===== src/design/output_compare_pkg.sv =====
// constants for the output compare channel: register map, field layout, modes
package output_compare_pkg;

  // register byte offsets on the 32-bit bus
  localparam logic [7:0] CTRL_OFFSET       = 8'h00;
  localparam logic [7:0] PRIMARY_OFFSET    = 8'h04;
  localparam logic [7:0] SECONDARY_OFFSET  = 8'h08;
  localparam logic [7:0] IRQ_STATUS_OFFSET = 8'h0c;
  localparam logic [7:0] IRQ_CLEAR_OFFSET  = 8'h10;
  localparam logic [7:0] IRQ_ENABLE_OFFSET = 8'h14;
  localparam int         ADDR_DECODE_BITS  = 8;

  // control register fields
  localparam int CTRL_MODE_LSB  = 0;
  localparam int CTRL_MODE_MSB  = 2;
  localparam int CTRL_TSEL_BIT  = 3;
  localparam int CTRL_FAULT_BIT = 4;
  localparam int CTRL_IDLE_BIT  = 13;

  // software-writable bits of the control register
  localparam logic [15:0] CTRL_WRITE_MASK = 16'h200f;
  localparam logic [15:0] CTRL_RESET      = 16'h0000;

  // compare_mode_field encodings
  localparam logic [2:0] MODE_OFF       = 3'h0;
  localparam logic [2:0] MODE_ONE_LOW   = 3'h1;
  localparam logic [2:0] MODE_ONE_HIGH  = 3'h2;
  localparam logic [2:0] MODE_TOGGLE    = 3'h3;
  localparam logic [2:0] MODE_DELAYED   = 3'h4;
  localparam logic [2:0] MODE_CONTINUE  = 3'h5;
  localparam logic [2:0] MODE_PWM_PLAIN = 3'h6;
  localparam logic [2:0] MODE_PWM_FAULT = 3'h7;

  // interrupt status layout
  localparam int         IRQ_BITS       = 2;
  localparam int         IRQ_COMPARE    = 0;
  localparam int         IRQ_FAULT      = 1;
  localparam logic [1:0] IRQ_RESET      = 2'h0;

  // fault input is honoured with an interrupt only on the low channel numbers
  localparam int FAULT_IRQ_LAST_CHANNEL = 4;

endpackage

===== src/design/fault_input_sync.sv =====
// two-stage synchroniser and falling-edge detector for the shared fault pin
`timescale 1ns/1ps
module fault_input_sync (
  // system
  input  wire logic clk,
  input  wire logic rst_b,
  // pin side
  input  wire logic fault_pin,
  // synchronous side
  output logic      fault_level,
  output logic      fault_fall
);

  logic meta_reg;
  logic sync_reg;
  logic last_reg;

  // idle level of the pin is high, so reset to high avoids a false edge
  always_ff @(posedge clk or negedge rst_b) begin
    if (!rst_b) begin
      meta_reg <= 1'b1;
      sync_reg <= 1'b1;
      last_reg <= 1'b1;
    end else begin
      meta_reg <= fault_pin;
      sync_reg <= meta_reg;
      last_reg <= sync_reg;
    end
  end

  assign fault_level = sync_reg;
  assign fault_fall  = last_reg & ~sync_reg;

endmodule


===== src/design/output_compare_channel.sv =====
// output compare channel with wishbone registers, eight pin modes and interrupts
// Operation
// - mode zero disables the channel; pin follows gpio level, no compare interrupt
// - active-low one-shot starts pin low, match forces high, interrupt on rise
// - active-high one-shot starts pin high, match forces low, interrupt on fall
// - toggle keeps current level, inverts on each match, interrupt on both edges
// - delayed one-shot starts low, makes one pulse, interrupt on its fall
// - continuous pulse starts low, repeats pulses, interrupt on every falling edge
// - plain pwm starts pin at primary nonzero, never interrupts
// - fault pwm honours fault input; low channels interrupt on fault falling edge
// - fault flag set by hardware on fault, cleared only by hardware
// - time base select one picks timer three, zero picks timer two
// - idle halt select one freezes the pin and interrupt events during cpu idle
// - unimplemented control bits always read zero
// - selected timer equal to a compare value changes the pin
`timescale 1ns/1ps
module output_compare_channel #(
  parameter int TIMER_WIDTH   = 16,
  parameter int CHANNEL_INDEX = 1
) (
  // system
  input  wire logic                   clk,
  input  wire logic                   rst_b,
  // wishbone slave
  input  wire logic                   wb_cyc_i,
  input  wire logic                   wb_stb_i,
  input  wire logic                   wb_we_i,
  input  wire logic [31:0]            wb_adr_i,
  input  wire logic [31:0]            wb_dat_i,
  input  wire logic [3:0]             wb_sel_i,
  output logic      [31:0]            wb_dat_o,
  output logic                        wb_ack_o,
  // time bases and chip state
  input  wire logic [TIMER_WIDTH-1:0] timer2_value,
  input  wire logic [TIMER_WIDTH-1:0] timer3_value,
  input  wire logic                   cpu_idle,
  input  wire logic                   gpio_level,
  // pins
  input  wire logic                   shared_fault_input,
  output logic                        compare_output_pin,
  // interrupt
  output logic                        irq
);

  localparam int PAD = 32 - TIMER_WIDTH;
  localparam int IRQ_BITS_W = output_compare_pkg::IRQ_BITS;

  initial begin
    if (TIMER_WIDTH < 2 || TIMER_WIDTH > 16) begin
      $error("TIMER_WIDTH must lie between 2 and 16");
    end
    if (CHANNEL_INDEX < 1) begin
      $error("CHANNEL_INDEX must be one or more");
    end
  end

  function automatic logic [31:0] lane_merge(input logic [31:0] old_word,
                                             input logic [31:0] new_word,
                                             input logic [3:0]  lanes);
    logic [31:0] merged;
    merged = old_word;
    for (int i = 0; i < 4; i++) begin
      if (lanes[i]) begin
        merged[8*i +: 8] = new_word[8*i +: 8];
      end
    end
    return merged;
  endfunction

  // registers
  logic [15:0]            ctrl_reg;
  logic [TIMER_WIDTH-1:0] primary_reg;
  logic [TIMER_WIDTH-1:0] secondary_reg;
  logic [TIMER_WIDTH-1:0] duty_reg;
  logic [IRQ_BITS_W-1:0]  status_reg;
  logic [IRQ_BITS_W-1:0]  enable_reg;
  logic                   fault_flag_reg;
  logic                   pin_reg;
  logic                   done_reg;
  logic                   pri_seen_reg;
  logic                   sec_seen_reg;
  logic                   duty_seen_reg;
  logic                   zero_seen_reg;
  logic                   ack_reg;
  logic [31:0]            dat_reg;

  // bus decode
  wire                                 bus_req     = wb_cyc_i & wb_stb_i;
  wire                                 bus_commit  = bus_req & ack_reg;
  wire [output_compare_pkg::ADDR_DECODE_BITS-1:0] bus_addr =
    wb_adr_i[output_compare_pkg::ADDR_DECODE_BITS-1:0];
  wire                                 wr_commit   = bus_commit & wb_we_i;
  wire                                 ctrl_wr     = wr_commit & (bus_addr == output_compare_pkg::CTRL_OFFSET);
  wire                                 primary_wr  = wr_commit & (bus_addr == output_compare_pkg::PRIMARY_OFFSET);
  wire                                 second_wr   = wr_commit & (bus_addr == output_compare_pkg::SECONDARY_OFFSET);
  wire                                 clear_wr    = wr_commit & (bus_addr == output_compare_pkg::IRQ_CLEAR_OFFSET);
  wire                                 enable_wr   = wr_commit & (bus_addr == output_compare_pkg::IRQ_ENABLE_OFFSET);

  wire [31:0] ctrl_merged = lane_merge({16'h0000, ctrl_reg}, wb_dat_i, wb_sel_i);
  wire [31:0] pri_merged  = lane_merge({{PAD{1'b0}}, primary_reg}, wb_dat_i, wb_sel_i);
  wire [31:0] sec_merged  = lane_merge({{PAD{1'b0}}, secondary_reg}, wb_dat_i, wb_sel_i);
  wire [31:0] en_merged   = lane_merge({30'h0, enable_reg}, wb_dat_i, wb_sel_i);
  wire [31:0] clr_merged  = lane_merge(32'h0000_0000, wb_dat_i, wb_sel_i);

  wire [15:0] ctrl_next = (ctrl_merged[15:0] & output_compare_pkg::CTRL_WRITE_MASK);
  wire [2:0]  new_mode  = ctrl_next[output_compare_pkg::CTRL_MODE_MSB:output_compare_pkg::CTRL_MODE_LSB];

  // control fields
  wire [2:0] mode_reg  = ctrl_reg[output_compare_pkg::CTRL_MODE_MSB:output_compare_pkg::CTRL_MODE_LSB];
  wire       tsel      = ctrl_reg[output_compare_pkg::CTRL_TSEL_BIT];
  wire       idle_halt = ctrl_reg[output_compare_pkg::CTRL_IDLE_BIT];
  wire       halted    = idle_halt & cpu_idle;

  // fault pin
  logic fault_level;
  logic fault_fall;

  fault_input_sync fault_sync_inst (
    .clk         (clk),
    .rst_b       (rst_b),
    .fault_pin   (shared_fault_input),
    .fault_level (fault_level),
    .fault_fall  (fault_fall)
  );

  // compare against the selected time base; act once per match
  wire [TIMER_WIDTH-1:0] time_base = tsel ? timer3_value : timer2_value;
  wire pri_eq     = (time_base == primary_reg);
  wire sec_eq     = (time_base == secondary_reg);
  wire duty_eq    = (time_base == duty_reg);
  wire zero_eq    = (time_base == '0);
  wire pri_hit    = pri_eq & ~pri_seen_reg;
  wire sec_hit    = sec_eq & ~sec_seen_reg;
  wire duty_hit   = duty_eq & ~duty_seen_reg;
  wire period_go  = zero_eq & ~zero_seen_reg;
  wire pwm_mode   = (mode_reg == output_compare_pkg::MODE_PWM_PLAIN) |
                    (mode_reg == output_compare_pkg::MODE_PWM_FAULT);
  wire fault_mode = (mode_reg == output_compare_pkg::MODE_PWM_FAULT);
  wire fault_on   = fault_mode & ~fault_level;
  wire fault_irq_ok = (CHANNEL_INDEX <= output_compare_pkg::FAULT_IRQ_LAST_CHANNEL);
  wire fault_event  = fault_mode & fault_fall & fault_irq_ok & ~halted;

  // pin sequencer
  logic pin_next;
  logic done_next;
  logic cmp_event;

  always_comb begin
    pin_next  = pin_reg;
    done_next = done_reg;
    cmp_event = 1'b0;
    if (ctrl_wr) begin
      done_next = 1'b0;
      case (new_mode)
        output_compare_pkg::MODE_OFF:       pin_next = gpio_level;
        output_compare_pkg::MODE_ONE_LOW:   pin_next = 1'b0;
        output_compare_pkg::MODE_ONE_HIGH:  pin_next = 1'b1;
        output_compare_pkg::MODE_TOGGLE:    pin_next = pin_reg;
        output_compare_pkg::MODE_DELAYED,
        output_compare_pkg::MODE_CONTINUE:  pin_next = 1'b0;
        default:                            pin_next = (primary_reg != '0) &
          ~((new_mode == output_compare_pkg::MODE_PWM_FAULT) & ~fault_level);
      endcase
    end else if (!halted) begin
      case (mode_reg)
        output_compare_pkg::MODE_OFF: begin
          pin_next = gpio_level;
        end
        output_compare_pkg::MODE_ONE_LOW: begin
          if (pri_hit && !done_reg) begin
            pin_next  = 1'b1;
            done_next = 1'b1;
            cmp_event = 1'b1;
          end
        end
        output_compare_pkg::MODE_ONE_HIGH: begin
          if (pri_hit && !done_reg) begin
            pin_next  = 1'b0;
            done_next = 1'b1;
            cmp_event = 1'b1;
          end
        end
        output_compare_pkg::MODE_TOGGLE: begin
          if (pri_hit) begin
            pin_next  = ~pin_reg;
            cmp_event = 1'b1;
          end
        end
        output_compare_pkg::MODE_DELAYED,
        output_compare_pkg::MODE_CONTINUE: begin
          if (!done_reg) begin
            if (sec_hit && pin_reg) begin
              pin_next  = 1'b0;
              cmp_event = 1'b1;
              done_next = (mode_reg == output_compare_pkg::MODE_DELAYED);
            end else if (pri_hit) begin
              pin_next = 1'b1;
            end
          end
        end
        default: begin
          // pwm: fault first, then period start, then duty match
          if (fault_on) begin
            pin_next = 1'b0;
          end else if (period_go) begin
            pin_next = (secondary_reg != '0);
          end else if (duty_hit) begin
            pin_next = 1'b0;
          end
        end
      endcase
    end
  end

  // events set sticky status, set wins over clear
  wire [IRQ_BITS_W-1:0] event_bits  = {fault_event, cmp_event};
  wire [IRQ_BITS_W-1:0] clear_bits  = clear_wr ? clr_merged[IRQ_BITS_W-1:0] : '0;
  wire [IRQ_BITS_W-1:0] status_next = (status_reg & ~clear_bits) | event_bits;

  // flag cleared by hardware only: on a control rewrite once the fault pin is back high
  wire fault_flag_next = (fault_flag_reg & ~(ctrl_wr & fault_level)) | fault_on;

  // read mux; fault flag is the only hardware bit in the control word
  wire [15:0] ctrl_view = ctrl_reg |
                          (16'h0001 << output_compare_pkg::CTRL_FAULT_BIT) & {16{fault_flag_reg}};
  wire [31:0] read_word =
    (bus_addr == output_compare_pkg::CTRL_OFFSET)       ? {16'h0000, ctrl_view} :
    (bus_addr == output_compare_pkg::PRIMARY_OFFSET)    ? {{PAD{1'b0}}, primary_reg} :
    (bus_addr == output_compare_pkg::SECONDARY_OFFSET)  ? {{PAD{1'b0}}, secondary_reg} :
    (bus_addr == output_compare_pkg::IRQ_STATUS_OFFSET) ? {30'h0, status_reg} :
    (bus_addr == output_compare_pkg::IRQ_ENABLE_OFFSET) ? {30'h0, enable_reg} :
                                                          32'h0000_0000;

  // bus handshake: one wait state, ack for one cycle
  always_ff @(posedge clk or negedge rst_b) begin
    if (!rst_b) begin
      ack_reg <= 1'b0;
      dat_reg <= 32'h0000_0000;
    end else begin
      ack_reg <= bus_req & ~ack_reg;
      dat_reg <= (bus_req & ~ack_reg & ~wb_we_i) ? read_word : 32'h0000_0000;
    end
  end

  // software registers
  always_ff @(posedge clk or negedge rst_b) begin
    if (!rst_b) begin
      ctrl_reg      <= output_compare_pkg::CTRL_RESET;
      primary_reg   <= '0;
      secondary_reg <= '0;
      enable_reg    <= output_compare_pkg::IRQ_RESET;
      status_reg    <= output_compare_pkg::IRQ_RESET;
    end else begin
      if (ctrl_wr) begin
        ctrl_reg <= ctrl_next;
      end
      if (primary_wr) begin
        primary_reg <= pri_merged[TIMER_WIDTH-1:0];
      end
      if (second_wr) begin
        secondary_reg <= sec_merged[TIMER_WIDTH-1:0];
      end
      if (enable_wr) begin
        enable_reg <= en_merged[IRQ_BITS_W-1:0];
      end
      status_reg <= status_next;
    end
  end

  // channel state
  always_ff @(posedge clk or negedge rst_b) begin
    if (!rst_b) begin
      pin_reg        <= 1'b0;
      done_reg       <= 1'b0;
      fault_flag_reg <= 1'b0;
      duty_reg       <= '0;
      pri_seen_reg   <= 1'b0;
      sec_seen_reg   <= 1'b0;
      duty_seen_reg  <= 1'b0;
      zero_seen_reg  <= 1'b0;
    end else begin
      pin_reg        <= pin_next;
      done_reg       <= done_next;
      fault_flag_reg <= fault_flag_next;
      pri_seen_reg   <= pri_eq;
      sec_seen_reg   <= sec_eq;
      duty_seen_reg  <= duty_eq;
      zero_seen_reg  <= zero_eq;
      if (ctrl_wr || (pwm_mode && period_go && !halted)) begin
        duty_reg <= secondary_reg;
      end
    end
  end

  assign compare_output_pin = pin_reg;
  assign wb_ack_o           = ack_reg;
  assign wb_dat_o           = dat_reg;
  assign irq                = |(status_reg & enable_reg);
endmodule


===== config.mk =====
export PLATFORM = sky130hd
export DESIGN_NAME = output_compare_channel
export DESIGN_NICKNAME = d
export VERILOG_FILES = /design/src/design/output_compare_pkg.sv /design/src/design/fault_input_sync.sv /design/src/design/output_compare_channel.sv
export SDC_FILE = /design/constraint.sdc
export NUM_CORES = 1
export LEC_CHECK = 0
export ABC_AREA = 1
export ABC_CLOCK_PERIOD_IN_PS = 1650
export BUFFER_PORTS_ARGS = -buffer_cell sky130_fd_sc_hd__buf_4
export CAP_MARGIN = 15
export CORE_ASPECT_RATIO = 0.7
export CORE_MARGIN = 5
export CORE_UTILIZATION = 40
export CTS_CLUSTER_DIAMETER = 80
export CTS_CLUSTER_SIZE = 24
export DETAILED_ROUTE_END_ITERATION = 10
export PLACE_DENSITY = 0.78
export RECOVER_POWER = 50
export SKIP_LAST_GASP = 1
export SYNTH_ARGS = -nofsm -noshare
export SYNTH_HDL_FRONTEND = slang
export SYNTH_SLANG_ARGS = --single-unit

===== constraint.sdc =====
create_clock -name clk -period 1.65 [get_ports clk]
set_input_delay 0.0825 -clock clk [delete_from_list [all_inputs] [get_ports clk]]
set_output_delay 0.0825 -clock clk [all_outputs]
set_load 0.05 [all_outputs]

# [After elaboration in Yosys (flattened, before gate mapping)]
# Cells that the tools add are included.
[totals] ff_bits=84 inputBits=108 out_inout_bits=35 wordCells=155
[classes] eq_ne=29 n_mux=35 bitwise_logic=41 n_reduce_logical=28
[ops] cell="16-bit two-way mux" n=5
[ops] cell="16-bit equality test" n=3
[ops] cell="16-bit nonzero test" n=2
[ops] cell="1-bit bitwise AND" n=23
[ops] cell="3-bit equality test (second input constant)" n=7
[ops] cell="1-bit two-way mux" n=21
[ops] cell="8-bit by 4-bit equality test with 1-bit output (second input constant)" n=2
[ops] cell="8-bit by 5-bit equality test with 1-bit output (second input constant)" n=2
[ops] cell="16-bit zero test" n=1
[ops] cell="14-bit by 5-bit bitwise OR with 14-bit output" n=1
[ops] cell="2-bit AND reduction" n=7
[ops] cell="3-bit by 2-bit equality test with 1-bit output (second input constant)" n=4
[ops] cell="3-bit != test (second input constant)" n=4
[ops] cell="1-bit inverter" n=11
[ops] cell="9-bit nonzero test" n=1
[ops] cell="8-bit by 3-bit equality test with 1-bit output (second input constant)" n=1
[ops] cell="8-bit zero test" n=1
[ops] cell="2-bit two-way mux" n=4
[ops] cell="8-bit AND reduction" n=1
[ops] cell="3-bit by 1-bit equality test with 1-bit output (second input constant)" n=2
[ops] cell="3-bit zero test" n=2
[ops] cell="2-bit OR reduction" n=3
[ops] cell="1-bit case mux with 5 select lines" n=1
[ops] cell="2-bit bitwise AND" n=2
[ops] cell="other kinds (16)" n=22

# [Logic depth before layout (Yosys ltp)]
[logic_depth] depth_word=10 ltp_mapped=18 mapped_depth_nobuf=17

# [Modules after synthesis]
# A second synthesis with hierarchy kept.
[unflattened] cells_unflattened=720 area_unflattened_um2=5019.8
[modules_own_cells] mod="output_compare_channel" instances=1 cells_each=715 area_each_um2=4931.0 seq_area_each_um2=2026.9
[modules_own_cells] mod="fault_input_sync" instances=1 cells_each=5 area_each_um2=88.8 seq_area_each_um2=78.8

# [Worst setup path after synthesis]
# No wires, ideal clock.
[synth_timing] path_kind="reg-to-reg" start="register ack_reg, in the netlist wb_ack_o" end="register duty_reg[13]" t_arrival_ns=1.692 setup_slack_ns=-0.163 stages_incl_launch_ff=11 n_path_buf=1 synth_period_minus_slack_ns=1.813 path_cell_list="dfrtp_1 -> nand2_1 -> nor2_1 -> inv_1 -> nor2_1 -> nand2_1 -> inv_1 -> nor2_1 -> buf_2 -> nand2_1 -> o21ai_1"
[synth_via] elab_chain_cells=4
[synth_rtl] item="start: declaration" line="output_compare_channel.sv:84" text="logic ack_reg;"
[synth_rtl] item="start signal: assignment" line="output_compare_channel.sv:240" text="ack_reg <= bus_req & ~ack_reg;"
[synth_rtl] item="1-bit bitwise AND" line="output_compare_channel.sv:89" text="wire bus_commit = bus_req & ack_reg;"
[synth_rtl] item="1-bit bitwise AND" line="output_compare_channel.sv:92" text="wire wr_commit = bus_commit & wb_we_i;"
[synth_rtl] item="1-bit bitwise AND" line="output_compare_channel.sv:93" text="wire ctrl_wr = wr_commit & (bus_addr == output_compare_pkg::CTRL_OFFSET);"
[synth_rtl] item="1-bit logical OR" line="output_compare_channel.sv:289" text="if (ctrl_wr || (pwm_mode && period_go && !halted)) begin"
[synth_rtl] item="end signal: assignment" line="output_compare_channel.sv:290" text="duty_reg <= secondary_reg;"
[synth_rtl] item="end: declaration" line="output_compare_channel.sv:74" text="logic [TIMER_WIDTH-1:0] duty_reg;"
# No other way between the ends.
# A chain may end at the register's enable or synchronous reset.

# [Worst setup path in the final report]
[layout_timing] start="register ctrl_reg[3]" end="register pin_reg, in the netlist compare_output_pin"
[layout_via] elab_chain_cells=9 elab_cells_between_ends=24 classes_between="eq/ne (7); mux (8); bitwise (4); reduce/logical (5)"
[layout_rtl] item="start: declaration" line="output_compare_channel.sv:71" text="logic [15:0] ctrl_reg;"
[layout_rtl] item="start signal: assignment" line="output_compare_channel.sv:248" text="ctrl_reg <= output_compare_pkg::CTRL_RESET;"
[layout_rtl] item="start signal: assignment" line="output_compare_channel.sv:255" text="ctrl_reg <= ctrl_next;"
[layout_rtl] item="16-bit two-way mux *" line="output_compare_channel.sv:127" text="wire [TIMER_WIDTH-1:0] time_base = tsel ? timer3_value : timer2_value;"
[layout_rtl] item="16-bit equality test" line="output_compare_channel.sv:129" text="wire sec_eq = (time_base == secondary_reg);"
[layout_rtl] item="1-bit bitwise AND" line="output_compare_channel.sv:133" text="wire sec_hit = sec_eq & ~sec_seen_reg;"
[layout_rtl] item="1-bit logical AND" line="output_compare_channel.sv:192" text="if (sec_hit && pin_reg) begin"
[layout_rtl] item="1-bit two-way mux" line="output_compare_channel.sv:192"
[layout_rtl] item="1-bit two-way mux" line="output_compare_channel.sv:191" text="if (!done_reg) begin"
[layout_rtl] item="1-bit case mux with 5 select lines" line="output_compare_channel.sv:165" text="case (mode_reg)"
[layout_rtl] item="1-bit two-way mux" line="output_compare_channel.sv:164" text="end else if (!halted) begin"
[layout_rtl] item="1-bit two-way mux" line="output_compare_channel.sv:152" text="if (ctrl_wr) begin"
[layout_rtl] item="end signal: assignment" line="output_compare_channel.sv:282" text="pin_reg <= pin_next;"
[layout_rtl] item="end: declaration" line="output_compare_channel.sv:78" text="logic pin_reg;"
# Every way passes the cells marked *; elsewhere a longest branch is shown, timed or not. The select of a mux whose other input is x is not followed.

==> flow_metrics.env <==
export IMPL_crit_arrival_ps=2370
export IMPL_worst_slew_pin_slew_ps=1010
export IMPL_synth_compound_area_frac=0.112
export IMPL_drc_errors=0
export IMPL_synthArstFlopShare=1.00
export IMPL_finalWirelength_um=16400
export IMPL_whs_path_depth=3
export IMPL_cts_tree="done"
export IMPL_die_w_um=143
export IMPL_cp_max_fo=5
export IMPL_postRouteAntennaNets=0
export IMPL_min_from="wb_dat_i[8]"
export IMPL_yosys_register_bits=84
export IMPL_dr_wl_met3_um=1620
export IMPL_worst_setup_path_start_kind="flop"
export IMPL_first_global_vias=4767
export IMPL_overflow=0
export IMPL_finalSetupViolations=23
export IMPL_drtPass1Iterations=5
export IMPL_die_area_mm2=0.0147
export IMPL_cts_sinks=84
export IMPL_required_ps=1890
export IMPL_fin_tns_setup_ps=-7250
export IMPL_grt_max_degree=41
export IMPL_synth_mux_area_frac=0
export IMPL_final_common_cell="nand2_1"
export IMPL_final_util=0.564
export IMPL_clk_insertion_delay_late_ps=350
export IMPL_final_setup_worst_slack_ps=-483
export IMPL_synth_edf_count=0
export IMPL_wire_per_inst_um=15.8
export IMPL_yosys_area_share_simple=0.339
export IMPL_cts_path_max_buffers=2
export IMPL_yosys_warnings=0
export IMPL_antenna_cells=0
export IMPL_r2r_setup_slack_ps=-480
export IMPL_fmax_ghz=0.469
export IMPL_drive_gt1_frac=0.299
export IMPL_die_y_um=103
export IMPL_grt_pass1_wl_um=24500
export IMPL_synthAdderAreaFrac=0
export IMPL_netlist_area_mm2=0.00495
export IMPL_r2r_end="compare_output_pin$_DFFE_PN0P_"
export IMPL_gp_congestion=0.941
export IMPL_vias=5334
export IMPL_finalCritPeriodShare=1.29
export IMPL_rsz0062_at_grt="yes"
export IMPL_port_buffers=84
export IMPL_pin_count=143
export IMPL_rows=34
export IMPL_synth_cell_types=32
export IMPL_initial_core_util=0.403
export IMPL_dr_wl_met2_um=7000
export IMPL_finalCriticalPeriod_ps=2130
export IMPL_path_class="reg2reg"
export IMPL_hold_path_end="primary_reg[8]$_DFFE_PN0P_"
export IMPL_synth_ff_type="dfrtp_1"
export IMPL_whs_ps=18.3
export IMPL_area_delta_synth_final_pct=40.0
export IMPL_leakagePower_nw=3.40
export IMPL_synth_xor_area_share=0.0159
export IMPL_place_area_mm2=0.00624
export IMPL_critical_path_endpoint_type="flop"
export IMPL_nets=980
export IMPL_power_density_mw_per_mm2=666
export IMPL_antenna_found_initial=0
export IMPL_ys_seq_area_frac=0.425
export IMPL_cts_max_level=3
export IMPL_met1_length_um=7530
export IMPL_route_top_layer_used="met4"
export IMPL_final_cell_mix="200 x nand2_1, 140 x buf_4, 88 x inv_1"
export IMPL_maxSlewViolCount=0
export IMPL_final_fill_count=1117
export IMPL_hold_viol=0
export IMPL_track_usage=0.215
export IMPL_hold_path_class="in2reg"
export IMPL_drt_iter0_drc=565
export IMPL_status="finished, violations left"
export IMPL_hpwl_um=11900
export IMPL_synth_top_family_by_area="simple AND/OR/NAND/NOR gates"
export IMPL_maxCapViolations=0
export IMPL_slew_limit_headroom=0.327
export IMPL_worstRegToRegCells=16
export IMPL_clk_pin_slew_worst_paths_ps=60
export IMPL_dpl_cell_count=1008
export IMPL_finalNonFillerCells=1039
export IMPL_ir_drop_mv=0.518
export IMPL_synthCells=717
export IMPL_fin_area_mm2=0.00694
export IMPL_vias_per_cell=5.13
export IMPL_cts_made_buffers=9
export IMPL_cts_root_buf="clkbuf_16"
export IMPL_fin_worst_skew_ps=5.77
export IMPL_avgSynthCellArea_um2=6.91
export IMPL_violations="negative setup slack"
export IMPL_core_mm2=0.0123
export IMPL_reg2reg_from="ctrl_reg[3]$_DFFE_PN0P_"
worst max-delay path, cell delays in order (launching register included):
cell	delay [ps]
dfrtp_2	420
clkinv_4	120
buf_12	170
nand2_4	80
nand2_2	70
nor2_1	120
nand2_1	130
nor2_2	140
nand3_2	130
nand2_1	120
inv_1	60
a21oi_1	140
nand3_1	90
nand2_1	80
nand2_1	50
nand2_1	50
nand2_1	40
cell type report:
type / instances / area, um2 / share of cell area
Clock buffer: 10 / 239 / 0.0345
Multi-Input combinational cell: 528 / 2740 / 0.395
Tap cell: 162 / 203 / 0.0292
Sequential cell: 84 / 2110 / 0.304
Clock inverter: 6 / 46.3 / 0.00668
Inverter: 90 / 343 / 0.0494
Timing Repair Buffer: 159 / 1260 / 0.181
layer usage:
layer	up-vias	track usage
li1	2564	-
met2	265	0.300
met5	-	0
met1	2477	0.328
met3	28	0.0524
met4	0	0.0592
timing repair:
action | CTS | global route
gates cloned | 0 | 1
resized for setup | 23 | 55
endpoints found under the hold margin | 36 | 0
endpoints found under the setup margin | 27 | 54
hold buffers | 4 | 0
pin swaps | 12 | 24
buffers inserted | 4 | 6
metrics by stage:
stage	total power, mW	worst slack [ps]
5_1_grt	4.80	-619
4_1_cts	4.61	-320
3_5_place_dp	2.64	-398
6_report	4.62	-483
2_1_floorplan	2.40	-45.2
3_3_place_gp	2.63	-364
synthesized netlist by cell type, drive strengths merged, types with 2 or more instances:
library cell  count  area (um2)
a211oi            2        15.0
a21oi            30         150
a221oi            4        35.0
buf              24         174
clkbuf            6        22.5
dfrtp            81        2030
dfstp             3        78.8
inv              89         334
nand2           260        1030
nand3            52         260
nand3b            2        15.0
nand4             9        56.3
nor2             61         234
nor3              7        35.0
nor4              6        37.5
o21ai            64         320
o221ai            2        17.5
xor2              9        78.8
where the power goes:
group | total, mW | switching (mW) | leakage (nW) | internal (mW)
Clock | 1.95 | 0.882 | 0.135 | 1.07
Sequential | 2.08 | 0.00631 | 1.13 | 2.07
Combinational | 0.589 | 0.363 | 2.13 | 0.226
logic make-up after synthesis:
group	count (synthesis)
xor gates and xnor gates	9
DFF	84
other	1
buffers and inverters	120
AOI/OAI and AO/OA	104
and+or+nand+nor	399
worst max path at each step:
stage                             from                             end  slack, ps  depth (start not counted)
6_report       ctrl_reg[3]$_DFFE_PN0P_  compare_output_pin$_DFFE_PN0P_       -480                         16
4_1_cts        ctrl_reg[3]$_DFFE_PN0P_            done_reg$_DFFE_PN0P_       -320                         14
2_1_floorplan  ctrl_reg[3]$_DFFE_PN0P_  compare_output_pin$_DFFE_PN0P_        -50                         18
3_3_place_gp   ctrl_reg[3]$_DFFE_PN0P_            done_reg$_DFFE_PN0P_       -360                         14
5_1_grt        ctrl_reg[3]$_DFFE_PN0P_  compare_output_pin$_DFFE_PN0P_       -620                         16
3_5_place_dp   ctrl_reg[3]$_DFFE_PN0P_            done_reg$_DFFE_PN0P_       -400                         14
No activity file was read; power rests on OpenSTA's default activity.
